--- src/hdl/bwc_pkg.sv ---
/*
 * bwc_pkg: constants and carrier types of the bridge window
 * configuration register bank.
 * assumes: configuration accesses are dword addressed with byte enables.
 */
`default_nettype none

package bwc_pkg;

    // ========================================================
    // register byte offsets in configuration space
    localparam logic [7:0] OFF_PF_TOP_HI    = 8'h2c;
    localparam logic [7:0] OFF_IO_BOTTOM_HI = 8'h30;
    localparam logic [7:0] OFF_IO_TOP_HI    = 8'h32;
    localparam logic [7:0] OFF_CAP_PTR      = 8'h34;
    localparam logic [7:0] OFF_IRQ_LINE     = 8'h3c;
    localparam logic [7:0] OFF_IRQ_PIN      = 8'h3d;

    // ========================================================
    // reset and hardwired values
    localparam logic [31:0] PF_TOP_HI_RST    = 32'h0000_0000;
    localparam logic [15:0] IO_BOTTOM_RST    = 16'h0000;
    localparam logic [15:0] IO_TOP_RST       = 16'h0000;
    localparam logic [7:0]  CAP_PTR_VAL      = 8'h50;
    localparam logic [7:0]  IRQ_LINE_RST     = 8'hff;
    localparam logic [7:0]  IRQ_PIN_VAL      = 8'h00;
    localparam logic [31:0] RDATA_RST        = 32'h0000_0000;

    // ========================================================
    // implied low and padding address bits of window bounds, secondary interrupt width
    localparam logic [19:0] LOW_BITS_ZERO    = 20'h00000;
    localparam logic [19:0] LOW_BITS_ONES    = 20'hfffff;
    localparam logic [27:0] IO_PAD_ZERO      = 28'h0000000;
    localparam int          SEC_INT_W        = 4;

    // ========================================================
    // carrier types
    typedef struct packed {
        logic        rd;
        logic        wr;
        logic [7:2]  dw;
        logic [3:0]  be;
        logic [31:0] wdata;
    } bwc_cfg_req_t;

    typedef struct packed {
        logic        valid;
        logic [31:0] rdata;
    } bwc_cfg_rsp_t;

    typedef struct packed {
        logic        valid;
        logic [63:0] addr;
    } bwc_txn_t;

    typedef struct packed {
        logic valid;
        logic hit;
    } bwc_fwd_t;

endpackage : bwc_pkg

`default_nettype wire

--- src/hdl/bwc_range_match.sv ---
/*
 * bwc_range_match: inclusive 64-bit address window compare.
 * assumes: bounds are already expanded with their implied low bits.
 */
`timescale 1ns/1ps
`default_nettype none

module bwc_range_match
(
    // window bounds
    input  wire logic [63:0] lo_i,
    input  wire logic [63:0] hi_i,
    // address under test
    input  wire logic [63:0] addr_i,
    // result
    output logic             hit_o
);

    // ========================================================
    // inclusive compare, empty when lo above hi
    assign hit_o = (addr_i >= lo_i) && (addr_i <= hi_i);

endmodule // bwc_range_match

`default_nettype wire

--- src/hdl/bwc_window_regs.sv ---
/*
 * bwc_window_regs: upper prefetchable limit, upper I/O base and
 * limit, capability pointer and interrupt line/pin registers of a
 * bridge header, plus downstream forward decisions.
 * assumes: one core clock; the prefetch base and the lower prefetch limit half come from outside.
 */
// Contract
// - 32-bit RW upper prefetch limit at 2Ch, reset 0
// - prefetch window decides downstream memory forwarding
// - 16-bit RW upper I/O base at 30h
// - I/O base low 20 bits are zeros
// - 16-bit RW upper I/O limit at 32h
// - I/O limit low 20 bits are ones
// - forward I/O only inside base..limit range
// - capability pointer at 34h reads 50h
// - interrupt line at 3Ch resets to FFh
// - interrupt line is plain storage only
// - interrupt pin at 3Dh reads 00h
// - pass secondary interrupts to primary side
// - upper limit forms window limit bits 63:32
// - prefetch limit low 20 bits are ones
`timescale 1ns/1ps
`default_nettype none

module bwc_window_regs
(
    // clock and reset
    input  wire logic                  CLK_I,
    input  wire logic                  ARST_N_I,
    // configuration access
    input  wire bwc_pkg::bwc_cfg_req_t CFG_REQ_I,
    output bwc_pkg::bwc_cfg_rsp_t      CFG_RSP_O,
    // prefetch base and lower prefetch limit half held elsewhere
    input  wire logic [31:0]           PF_BASE_HI_I,
    input  wire logic [11:0]           PF_BASE_LO_I,
    input  wire logic [11:0]           PF_TOP_LO_I,
    // transactions seen on the primary side
    input  wire bwc_pkg::bwc_txn_t     MEM_TXN_I,
    input  wire bwc_pkg::bwc_txn_t     IO_TXN_I,
    // forward decisions
    output bwc_pkg::bwc_fwd_t          MEM_FWD_O,
    output bwc_pkg::bwc_fwd_t          IO_FWD_O,
    // window values for the forwarding path
    output logic [31:0]                PF_TOP_HI_O,
    output logic [15:0]                IO_BOTTOM_HI_O,
    output logic [15:0]                IO_TOP_HI_O,
    // interrupt pass-through, active low
    input  wire logic [3:0]            SEC_INT_N_I,
    output logic [3:0]                 PRI_INT_N_O
);

    import bwc_pkg::*;

    // ========================================================
    // helpers
    // dword match of a byte offset
    function automatic logic dw_hit(input logic [7:2] dw,
                                    input logic [7:0] off);
        dw_hit = (dw == off[7:2]);
    endfunction

    // byte-lane merge of a write into a stored word
    function automatic logic [31:0] lane_merge(input logic [31:0] old,
                                               input logic [31:0] wd,
                                               input logic [3:0]  be);
        logic [31:0] res;
        res = old;
        for (int i = 0; i < 4; i++)
        begin
            if (be[i])
            begin
                res[i*8 +: 8] = wd[i*8 +: 8];
            end
        end
        lane_merge = res;
    endfunction

    // ========================================================
    // storage
    logic [31:0]  pf_top_q;
    logic [31:0]  pf_top_d;
    logic [15:0]  io_bottom_q;
    logic [15:0]  io_bottom_d;
    logic [15:0]  io_top_q;
    logic [15:0]  io_top_d;
    logic [7:0]   irq_line_q;
    logic [7:0]   irq_line_d;
    bwc_cfg_rsp_t rsp_q;
    bwc_cfg_rsp_t rsp_d;
    logic [31:0]  io_word;
    logic [31:0]  io_merged;
    logic [7:0]   line_lane;
    logic [7:0]   pin_lane;

    // ========================================================
    // register write path
    always_comb
    begin
        pf_top_d    = pf_top_q;
        io_bottom_d = io_bottom_q;
        io_top_d    = io_top_q;
        irq_line_d  = irq_line_q;
        io_word     = {io_top_q, io_bottom_q};
        io_merged   = lane_merge(io_word, CFG_REQ_I.wdata, CFG_REQ_I.be);
        if (CFG_REQ_I.wr)
        begin
            if (dw_hit(CFG_REQ_I.dw, OFF_PF_TOP_HI))
            begin
                pf_top_d = lane_merge(pf_top_q, CFG_REQ_I.wdata,
                                      CFG_REQ_I.be);
            end
            else if (dw_hit(CFG_REQ_I.dw, OFF_IO_BOTTOM_HI))
            begin
                io_bottom_d = io_merged[15:0];
                io_top_d    = io_merged[31:16];
            end
            else if (dw_hit(CFG_REQ_I.dw, OFF_IRQ_LINE))
            begin
                // only lane 0 is stored; the pin lane is read-only
                if (CFG_REQ_I.be[0])
                begin
                    irq_line_d = CFG_REQ_I.wdata[7:0];
                end
            end
            // capability pointer dword has no storage at all
        end
    end

    always_ff @(posedge CLK_I or negedge ARST_N_I)
    begin
        if (!ARST_N_I)
        begin
            pf_top_q    <= PF_TOP_HI_RST;
            io_bottom_q <= IO_BOTTOM_RST;
            io_top_q    <= IO_TOP_RST;
            irq_line_q  <= IRQ_LINE_RST;
        end
        else
        begin
            pf_top_q    <= pf_top_d;
            io_bottom_q <= io_bottom_d;
            io_top_q    <= io_top_d;
            irq_line_q  <= irq_line_d;
        end
    end

    // ========================================================
    // read path, answered one cycle after the request
    always_comb
    begin
        rsp_d.valid = CFG_REQ_I.rd;
        rsp_d.rdata = RDATA_RST;
        line_lane   = irq_line_q;
        pin_lane    = IRQ_PIN_VAL;
        if (CFG_REQ_I.rd)
        begin
            if (dw_hit(CFG_REQ_I.dw, OFF_PF_TOP_HI))
            begin
                rsp_d.rdata = pf_top_q;
            end
            else if (dw_hit(CFG_REQ_I.dw, OFF_IO_BOTTOM_HI))
            begin
                rsp_d.rdata = {io_top_q, io_bottom_q};
            end
            else if (dw_hit(CFG_REQ_I.dw, OFF_CAP_PTR))
            begin
                rsp_d.rdata = {24'h000000, CAP_PTR_VAL};
            end
            else if (dw_hit(CFG_REQ_I.dw, OFF_IRQ_LINE))
            begin
                rsp_d.rdata = {16'h0000, pin_lane, line_lane};
            end
        end
    end

    always_ff @(posedge CLK_I or negedge ARST_N_I)
    begin
        if (!ARST_N_I)
        begin
            rsp_q <= '0;
        end
        else
        begin
            rsp_q <= rsp_d;
        end
    end

    // ========================================================
    // window bounds with implied low bits
    logic [63:0] pf_lo;
    logic [63:0] pf_hi;
    logic [63:0] io_lo;
    logic [63:0] io_hi;
    logic        mem_hit;
    logic        io_hit;

    assign pf_lo = {PF_BASE_HI_I, PF_BASE_LO_I, LOW_BITS_ZERO};
    assign pf_hi = {pf_top_q, PF_TOP_LO_I, LOW_BITS_ONES};
    assign io_lo = {IO_PAD_ZERO, io_bottom_q, LOW_BITS_ZERO};
    assign io_hi = {IO_PAD_ZERO, io_top_q, LOW_BITS_ONES};

    // memory and I/O window compares
    bwc_range_match u_mem_match
    (
        .lo_i   (pf_lo),
        .hi_i   (pf_hi),
        .addr_i (MEM_TXN_I.addr),
        .hit_o  (mem_hit)
    );

    bwc_range_match u_io_match
    (
        .lo_i   (io_lo),
        .hi_i   (io_hi),
        .addr_i (IO_TXN_I.addr),
        .hit_o  (io_hit)
    );

    // ========================================================
    // forward decisions and interrupt pass-through
    bwc_fwd_t   mem_fwd_q;
    bwc_fwd_t   mem_fwd_d;
    bwc_fwd_t   io_fwd_q;
    bwc_fwd_t   io_fwd_d;
    logic [3:0] int_q;
    logic [3:0] int_d;

    always_comb
    begin
        mem_fwd_d.valid = MEM_TXN_I.valid;
        mem_fwd_d.hit   = MEM_TXN_I.valid && mem_hit;
        io_fwd_d.valid  = IO_TXN_I.valid;
        io_fwd_d.hit    = IO_TXN_I.valid && io_hit;
        int_d           = SEC_INT_N_I;
    end

    always_ff @(posedge CLK_I or negedge ARST_N_I)
    begin
        if (!ARST_N_I)
        begin
            mem_fwd_q <= '0;
            io_fwd_q  <= '0;
            int_q     <= 4'hf; // all lines idle high
        end
        else
        begin
            mem_fwd_q <= mem_fwd_d;
            io_fwd_q  <= io_fwd_d;
            int_q     <= int_d;
        end
    end

    // ========================================================
    // outputs, all from flip-flops
    assign CFG_RSP_O      = rsp_q;
    assign MEM_FWD_O      = mem_fwd_q;
    assign IO_FWD_O       = io_fwd_q;
    assign PF_TOP_HI_O    = pf_top_q;
    assign IO_BOTTOM_HI_O = io_bottom_q;
    assign IO_TOP_HI_O    = io_top_q;
    assign PRI_INT_N_O    = int_q;
endmodule // bwc_window_regs

`default_nettype wire

--- config.mk ---
export PLATFORM = sky130hd
export DESIGN_NAME = bwc_window_regs
export DESIGN_NICKNAME = d
export VERILOG_FILES = /design/src/hdl/bwc_pkg.sv /design/src/hdl/bwc_range_match.sv /design/src/hdl/bwc_window_regs.sv
export SDC_FILE = /design/constraint.sdc
export NUM_CORES = 1
export LEC_CHECK = 0
export BUFFER_PORTS_ARGS = -buffer_cell sky130_fd_sc_hd__buf_2
export CAP_MARGIN = 40
export CORE_MARGIN = 1
export CORE_UTILIZATION = 30
export DETAILED_ROUTE_END_ITERATION = 12
export PLACE_DENSITY = 0.55
export SLEW_MARGIN = 20
export SYNTH_ARGS = -nofsm -noshare
export SYNTH_HDL_FRONTEND = slang
export SYNTH_SLANG_ARGS = --single-unit
--- constraint.sdc ---
create_clock -name CLK_I -period 2.74 [get_ports CLK_I]
set_clock_uncertainty 0.1 [all_clocks]
set_input_delay 0.137 -clock CLK_I [delete_from_list [all_inputs] [get_ports CLK_I]]
set_output_delay 0.137 -clock CLK_I [all_outputs]
set_load 0.005 [all_outputs]
==> results.txt <==
For this design, the CTS-stage hold fixing added 45 buffers. After clock tree synthesis, the clock-pin slew on the worst setup and hold paths is 0.06 ns. The portion of the post-synthesis area used by sequential elements was 38.2%; the layout cell share with drive strength beyond 1 was 36.7%. The floorplan has 57 rows. The flow ran to the end, and the final reports show no timing, DRC or antenna violations. In this run the power spent charging and discharging nets is 1.54 mW.

Counting flops and latches in the post-synthesis netlist gives 113. The first global-routing pass estimated 40.6 mm of wire. For the required arrival time at the worst endpoint, the log shows 2.95 ns.

The H-tree depth came out at 4. The worst setup path is launched from a flip-flop. The run gives 782 as the number of standard cells after synthesis. The pin count of the biggest net entering global routing is 63. The logs give 0 for the number of max-cap violations and 7283 for the via count of the first global-routing pass. After Yosys synthesis, and, or, nand and nor cells account for 14.7% of the synthesized area. The endpoint identified for the worst register-to-register timing path is MEM_FWD_O[0].

The number of cells on the worst reg-to-reg path was 10; the actual transition at the worst max-transition pin was 0.687 ns. The horizontal die dimension was 160 um; the vertical die dimension was 160 um. For the register-to-register setup slack, the log shows 0.17 ns. The post-CTS resize count came out at 0.

The worst IR drop on VDD was 382 uV. Across every metal layer, demand over resource in global routing totals 21.2%. The critical path in this run is classified as flip-flop to flip-flop. Using the TritonRoute via totals, the vias-per-cell ratio works out to 4.76. The die covers 25500 um^2. The I/O pin count is 341, and the switching power as a share of total power is 28.7%. In this run the most critical hold path is launched from MEM_TXN_I[12]. The post-synthesis instance area is 7450 um^2, and the leakage component of the power is 5.65 nW. The worst path in the final design needs a cycle of 2.57 ns, including I/O delays and setup.

The average instance in the mapped netlist occupies 9.52 um^2. Counting every sink on the clock net gives 113. The core box area is 24300 um^2. In this run, flip-flops and latches consume 36.1% of the power. The logs give 7223 for the overall via count from detail_route and 1519 for the final cell count without fillers.

Clock tree synthesis inserted a total of 17 buffers. Setup repair after global routing left no endpoint under its margin. The total overflow left after global routing is 0. The internal power of the cells totals 3.81 mW. DRC violations left: 0.

In the final routed layout, each cell accounts on average for 17.5 um. The max-slew violation count was 0; the first-pass iteration count of the detailed router was 5. Kind of path behind the tightest hold check: input pin to flip-flop. The final routed wirelength across all metal layers is 26.5 mm, and the final standard cell utilization of the core is 43.9%. In this run the cell area measured after placement is 9590 um^2.

The run gives 0 as the final-report hold violation count. TritonCTS built the clock tree. Dominant synthesized flop cell: sky130_fd_sc_hd__dfrtp_1. The portion of synthesized area spent on multiplexers is 6.05%. The area share of fa/ha/maj cells after synthesis works out to 20.2%.

By area, the combinational part of the netlist is dominated by adder cells. At the end of routability-driven placement, the weighted congestion stood at 0.885. Of all flip-flops after synthesis, the portion carrying an async set or reset was 100%. The share of total power dissipated in the clock network is 43.3%.

During synthesis, Yosys emitted a total of 0 warnings. Root buffer cell: sky130_fd_sc_hd__clkbuf_16. The worst setup path is captured at a flip-flop. In the layout the commonest cells are sky130_fd_sc_hd__buf_2 (340), sky130_fd_sc_hd__inv_1 (120), sky130_fd_sc_hd__ha_1 (120), sky130_fd_sc_hd__dfrtp_1 (101), sky130_fd_sc_hd__nand2_1 (61). For this design the ratio of total power to cell area is 501 nW/um^2.

The worst path uses 93.7% of the clock period. Port buffering added 340 buffers. In the final design database the tool counted 1535 nets. In this run the remaining antenna-violating nets after routing total 0.

Violation count after the first detailed-route iteration: 435. For the worst setup path, the data arrival time is 2.78 ns. For the worst-skew pair, the clock arrives at the later sink with an insertion delay of 0.42 ns. The initial antenna violation count is 3, and the number of enable flip-flop cells after synthesis is 0. Buffers added to address setup during post-CTS repair amount to 0. For the cell area after layout, the log shows 10700 um^2. The most common library cell in the layout ignoring fill and taps is sky130_fd_sc_hd__buf_2. The tools report the terminating pin of the worst hold path as MEM_FWD_O[0]. After filler insertion, the fill cell instance count of the layout stands at 2414. Area overhead of the layout relative to synthesis: 43.2%. The origin of the critical flop-to-flop path was PF_TOP_HI_O[15]. Once the floorplan was initialized, standard cells occupied 30.6% of the core. Summing the areas of all xor and xnor instances in the mapped netlist gives 0% of the synthesized area. For the synthesized net count, the log shows 1138. Along the worst path, the maximum fanout reaches 3. The longest clock path from root to sink contains 2 buffers. The tools report the total of endpoints with negative setup slack in the final report as 0. Along the worst hold path, the cell count comes to 5. The synthesized netlist devotes 13.8% of its cell area to compound gates. Headroom to the max-slew limit came out at 54.2%.

In this run, placement finished with an instance count of 1439. Derived from the worst setup path, the maximum achievable clock frequency is 0.389 GHz. Once detailed placement completed, the half-perimeter wirelength came to 21.8 mm.

Of the total power, combinational logic draws 20.6%. The number of different library cells used by synthesis comes to 42.
-- kinds of logic after synthesis --
kind of cell	after synthesis
AOI/OAI and AO/OA	165
adders and majority gates	120
buffers and inverters	139
DFF	113
muxes	40
and+or+nand+nor	205
-- critical path: stages, from the launching register on --
cell	delay, ns
sky130_fd_sc_hd__dfrtp_1	0.39
sky130_fd_sc_hd__inv_1	0.08
sky130_fd_sc_hd__ha_1	0.33
sky130_fd_sc_hd__nand4_1	0.22
sky130_fd_sc_hd__nor3_1	0.32
sky130_fd_sc_hd__nand2_1	0.21
sky130_fd_sc_hd__a21oi_1	0.25
sky130_fd_sc_hd__a2111oi_1	0.08
sky130_fd_sc_hd__buf_2	0.16
sky130_fd_sc_hd__o21ai_0	0.21
sky130_fd_sc_hd__a21oi_1	0.10
-- cell type report --
type                            instances  area [um^2]  area share, %
Sequential cell                       113         2840           26.7
Clock inverter                         13          161           1.51
Inverter                              120          450           4.22
Tap cell                              324          405           3.80
Antenna cell                            3         7.51         0.0704
Multi-Input combinational cell        530         4090           38.4
Clock buffer                           19          453           4.25
Timing Repair Buffer                  397         2250           21.1
-- stage by stage --
stage	setup TNS, ns	setup WS, ns	total power, mW	hold slack (ns)
2_1_floorplan	0	0.674	2.41	-0.259
3_3_place_gp	-0.452	-0.452	2.99	-0.0105
3_5_place_dp	0	0.169	3.02	-0.0164
4_1_cts	0	0.151	5.40	0.0127
5_1_grt	0	0.00837	5.62	0.0431
6_report	0	0.171	5.34	0.0200
-- synthesized netlist by cell type (2+ instances only) --
master | count | area (um^2)
sky130_fd_sc_hd__nand3_1 | 15 | 75.1
sky130_fd_sc_hd__nand4b_1 | 2 | 17.5
sky130_fd_sc_hd__o21a_1 | 3 | 22.5
sky130_fd_sc_hd__dfrtp_1 | 101 | 2530
sky130_fd_sc_hd__a2111oi_0 | 2 | 17.5
sky130_fd_sc_hd__nor3_1 | 7 | 35.0
sky130_fd_sc_hd__o21ai_0 | 52 | 260
sky130_fd_sc_hd__inv_1 | 120 | 450
sky130_fd_sc_hd__nor3_2 | 2 | 20.0
sky130_fd_sc_hd__nand4_1 | 30 | 188
sky130_fd_sc_hd__a221o_1 | 2 | 20.0
sky130_fd_sc_hd__a21o_1 | 16 | 120
sky130_fd_sc_hd__nor4b_1 | 2 | 17.5
sky130_fd_sc_hd__mux2_2 | 40 | 450
sky130_fd_sc_hd__a21oi_1 | 44 | 220
sky130_fd_sc_hd__nor2b_1 | 40 | 250
sky130_fd_sc_hd__or4_1 | 2 | 15.0
sky130_fd_sc_hd__nor4_1 | 16 | 100
sky130_fd_sc_hd__a22oi_1 | 26 | 195
sky130_fd_sc_hd__buf_2 | 5 | 25.0
sky130_fd_sc_hd__nor2_1 | 16 | 60.1
sky130_fd_sc_hd__a31oi_1 | 2 | 12.5
sky130_fd_sc_hd__clkbuf_1 | 14 | 52.6
sky130_fd_sc_hd__and3_1 | 6 | 37.5
sky130_fd_sc_hd__o2111ai_1 | 2 | 17.5
sky130_fd_sc_hd__and4_1 | 2 | 17.5
sky130_fd_sc_hd__nand2_1 | 61 | 229
sky130_fd_sc_hd__a222oi_1 | 6 | 60.1
sky130_fd_sc_hd__dfstp_2 | 12 | 315
sky130_fd_sc_hd__ha_1 | 120 | 1500
sky130_fd_sc_hd__a211oi_1 | 3 | 22.5
-- flip-flops by register name, summed over array words and instances, names as in the netlist --
name / count
PRI_INT_N_O: 4
IO_TOP_HI_O: 16
IO_BOTTOM_HI_O: 16
CFG_RSP_O: 33
IO_FWD_O: 2
MEM_FWD_O: 2
PF_TOP_HI_O: 32
irq_line_q: 8
-- per-layer routing --
metal | up-vias | share of wire, % | global-route usage [%]
met5 | - | 0 | 0
met4 | 0 | 2.7 | 8.74
met3 | 44 | 5.4 | 4.38
met2 | 272 | 46 | 33.8
met1 | 3314 | 46 | 27.8
li1 | 3593 | - | -
-- power groups by stage --
stage	Combinational [mW]	Clock [mW]	Sequential (mW)
5_1_grt	1.25	2.43	1.95
4_1_cts	1.12	2.35	1.93
3_3_place_gp	1.04	0	1.96
6_report	1.10	2.32	1.93
3_5_place_dp	1.06	0	1.96
2_1_floorplan	0.493	0	1.92
-- how the worst max path moves through the flow --
stage / start / to / slack, ns / cells past startpoint
2_1_floorplan: IO_BOTTOM_HI_O[2] / IO_FWD_O[0] / 0.67 / 9
3_3_place_gp: PF_TOP_HI_O[15] / MEM_FWD_O[0] / -0.45 / 8
3_5_place_dp: PF_TOP_HI_O[15] / MEM_FWD_O[0] / 0.17 / 10
4_1_cts: PF_TOP_HI_O[15] / MEM_FWD_O[0] / 0.15 / 10
5_1_grt: PF_TOP_HI_O[15] / MEM_FWD_O[0] / 0.008 / 10
6_report: PF_TOP_HI_O[15] / MEM_FWD_O[0] / 0.17 / 10
No activity file was read; power rests on OpenSTA's default activity.
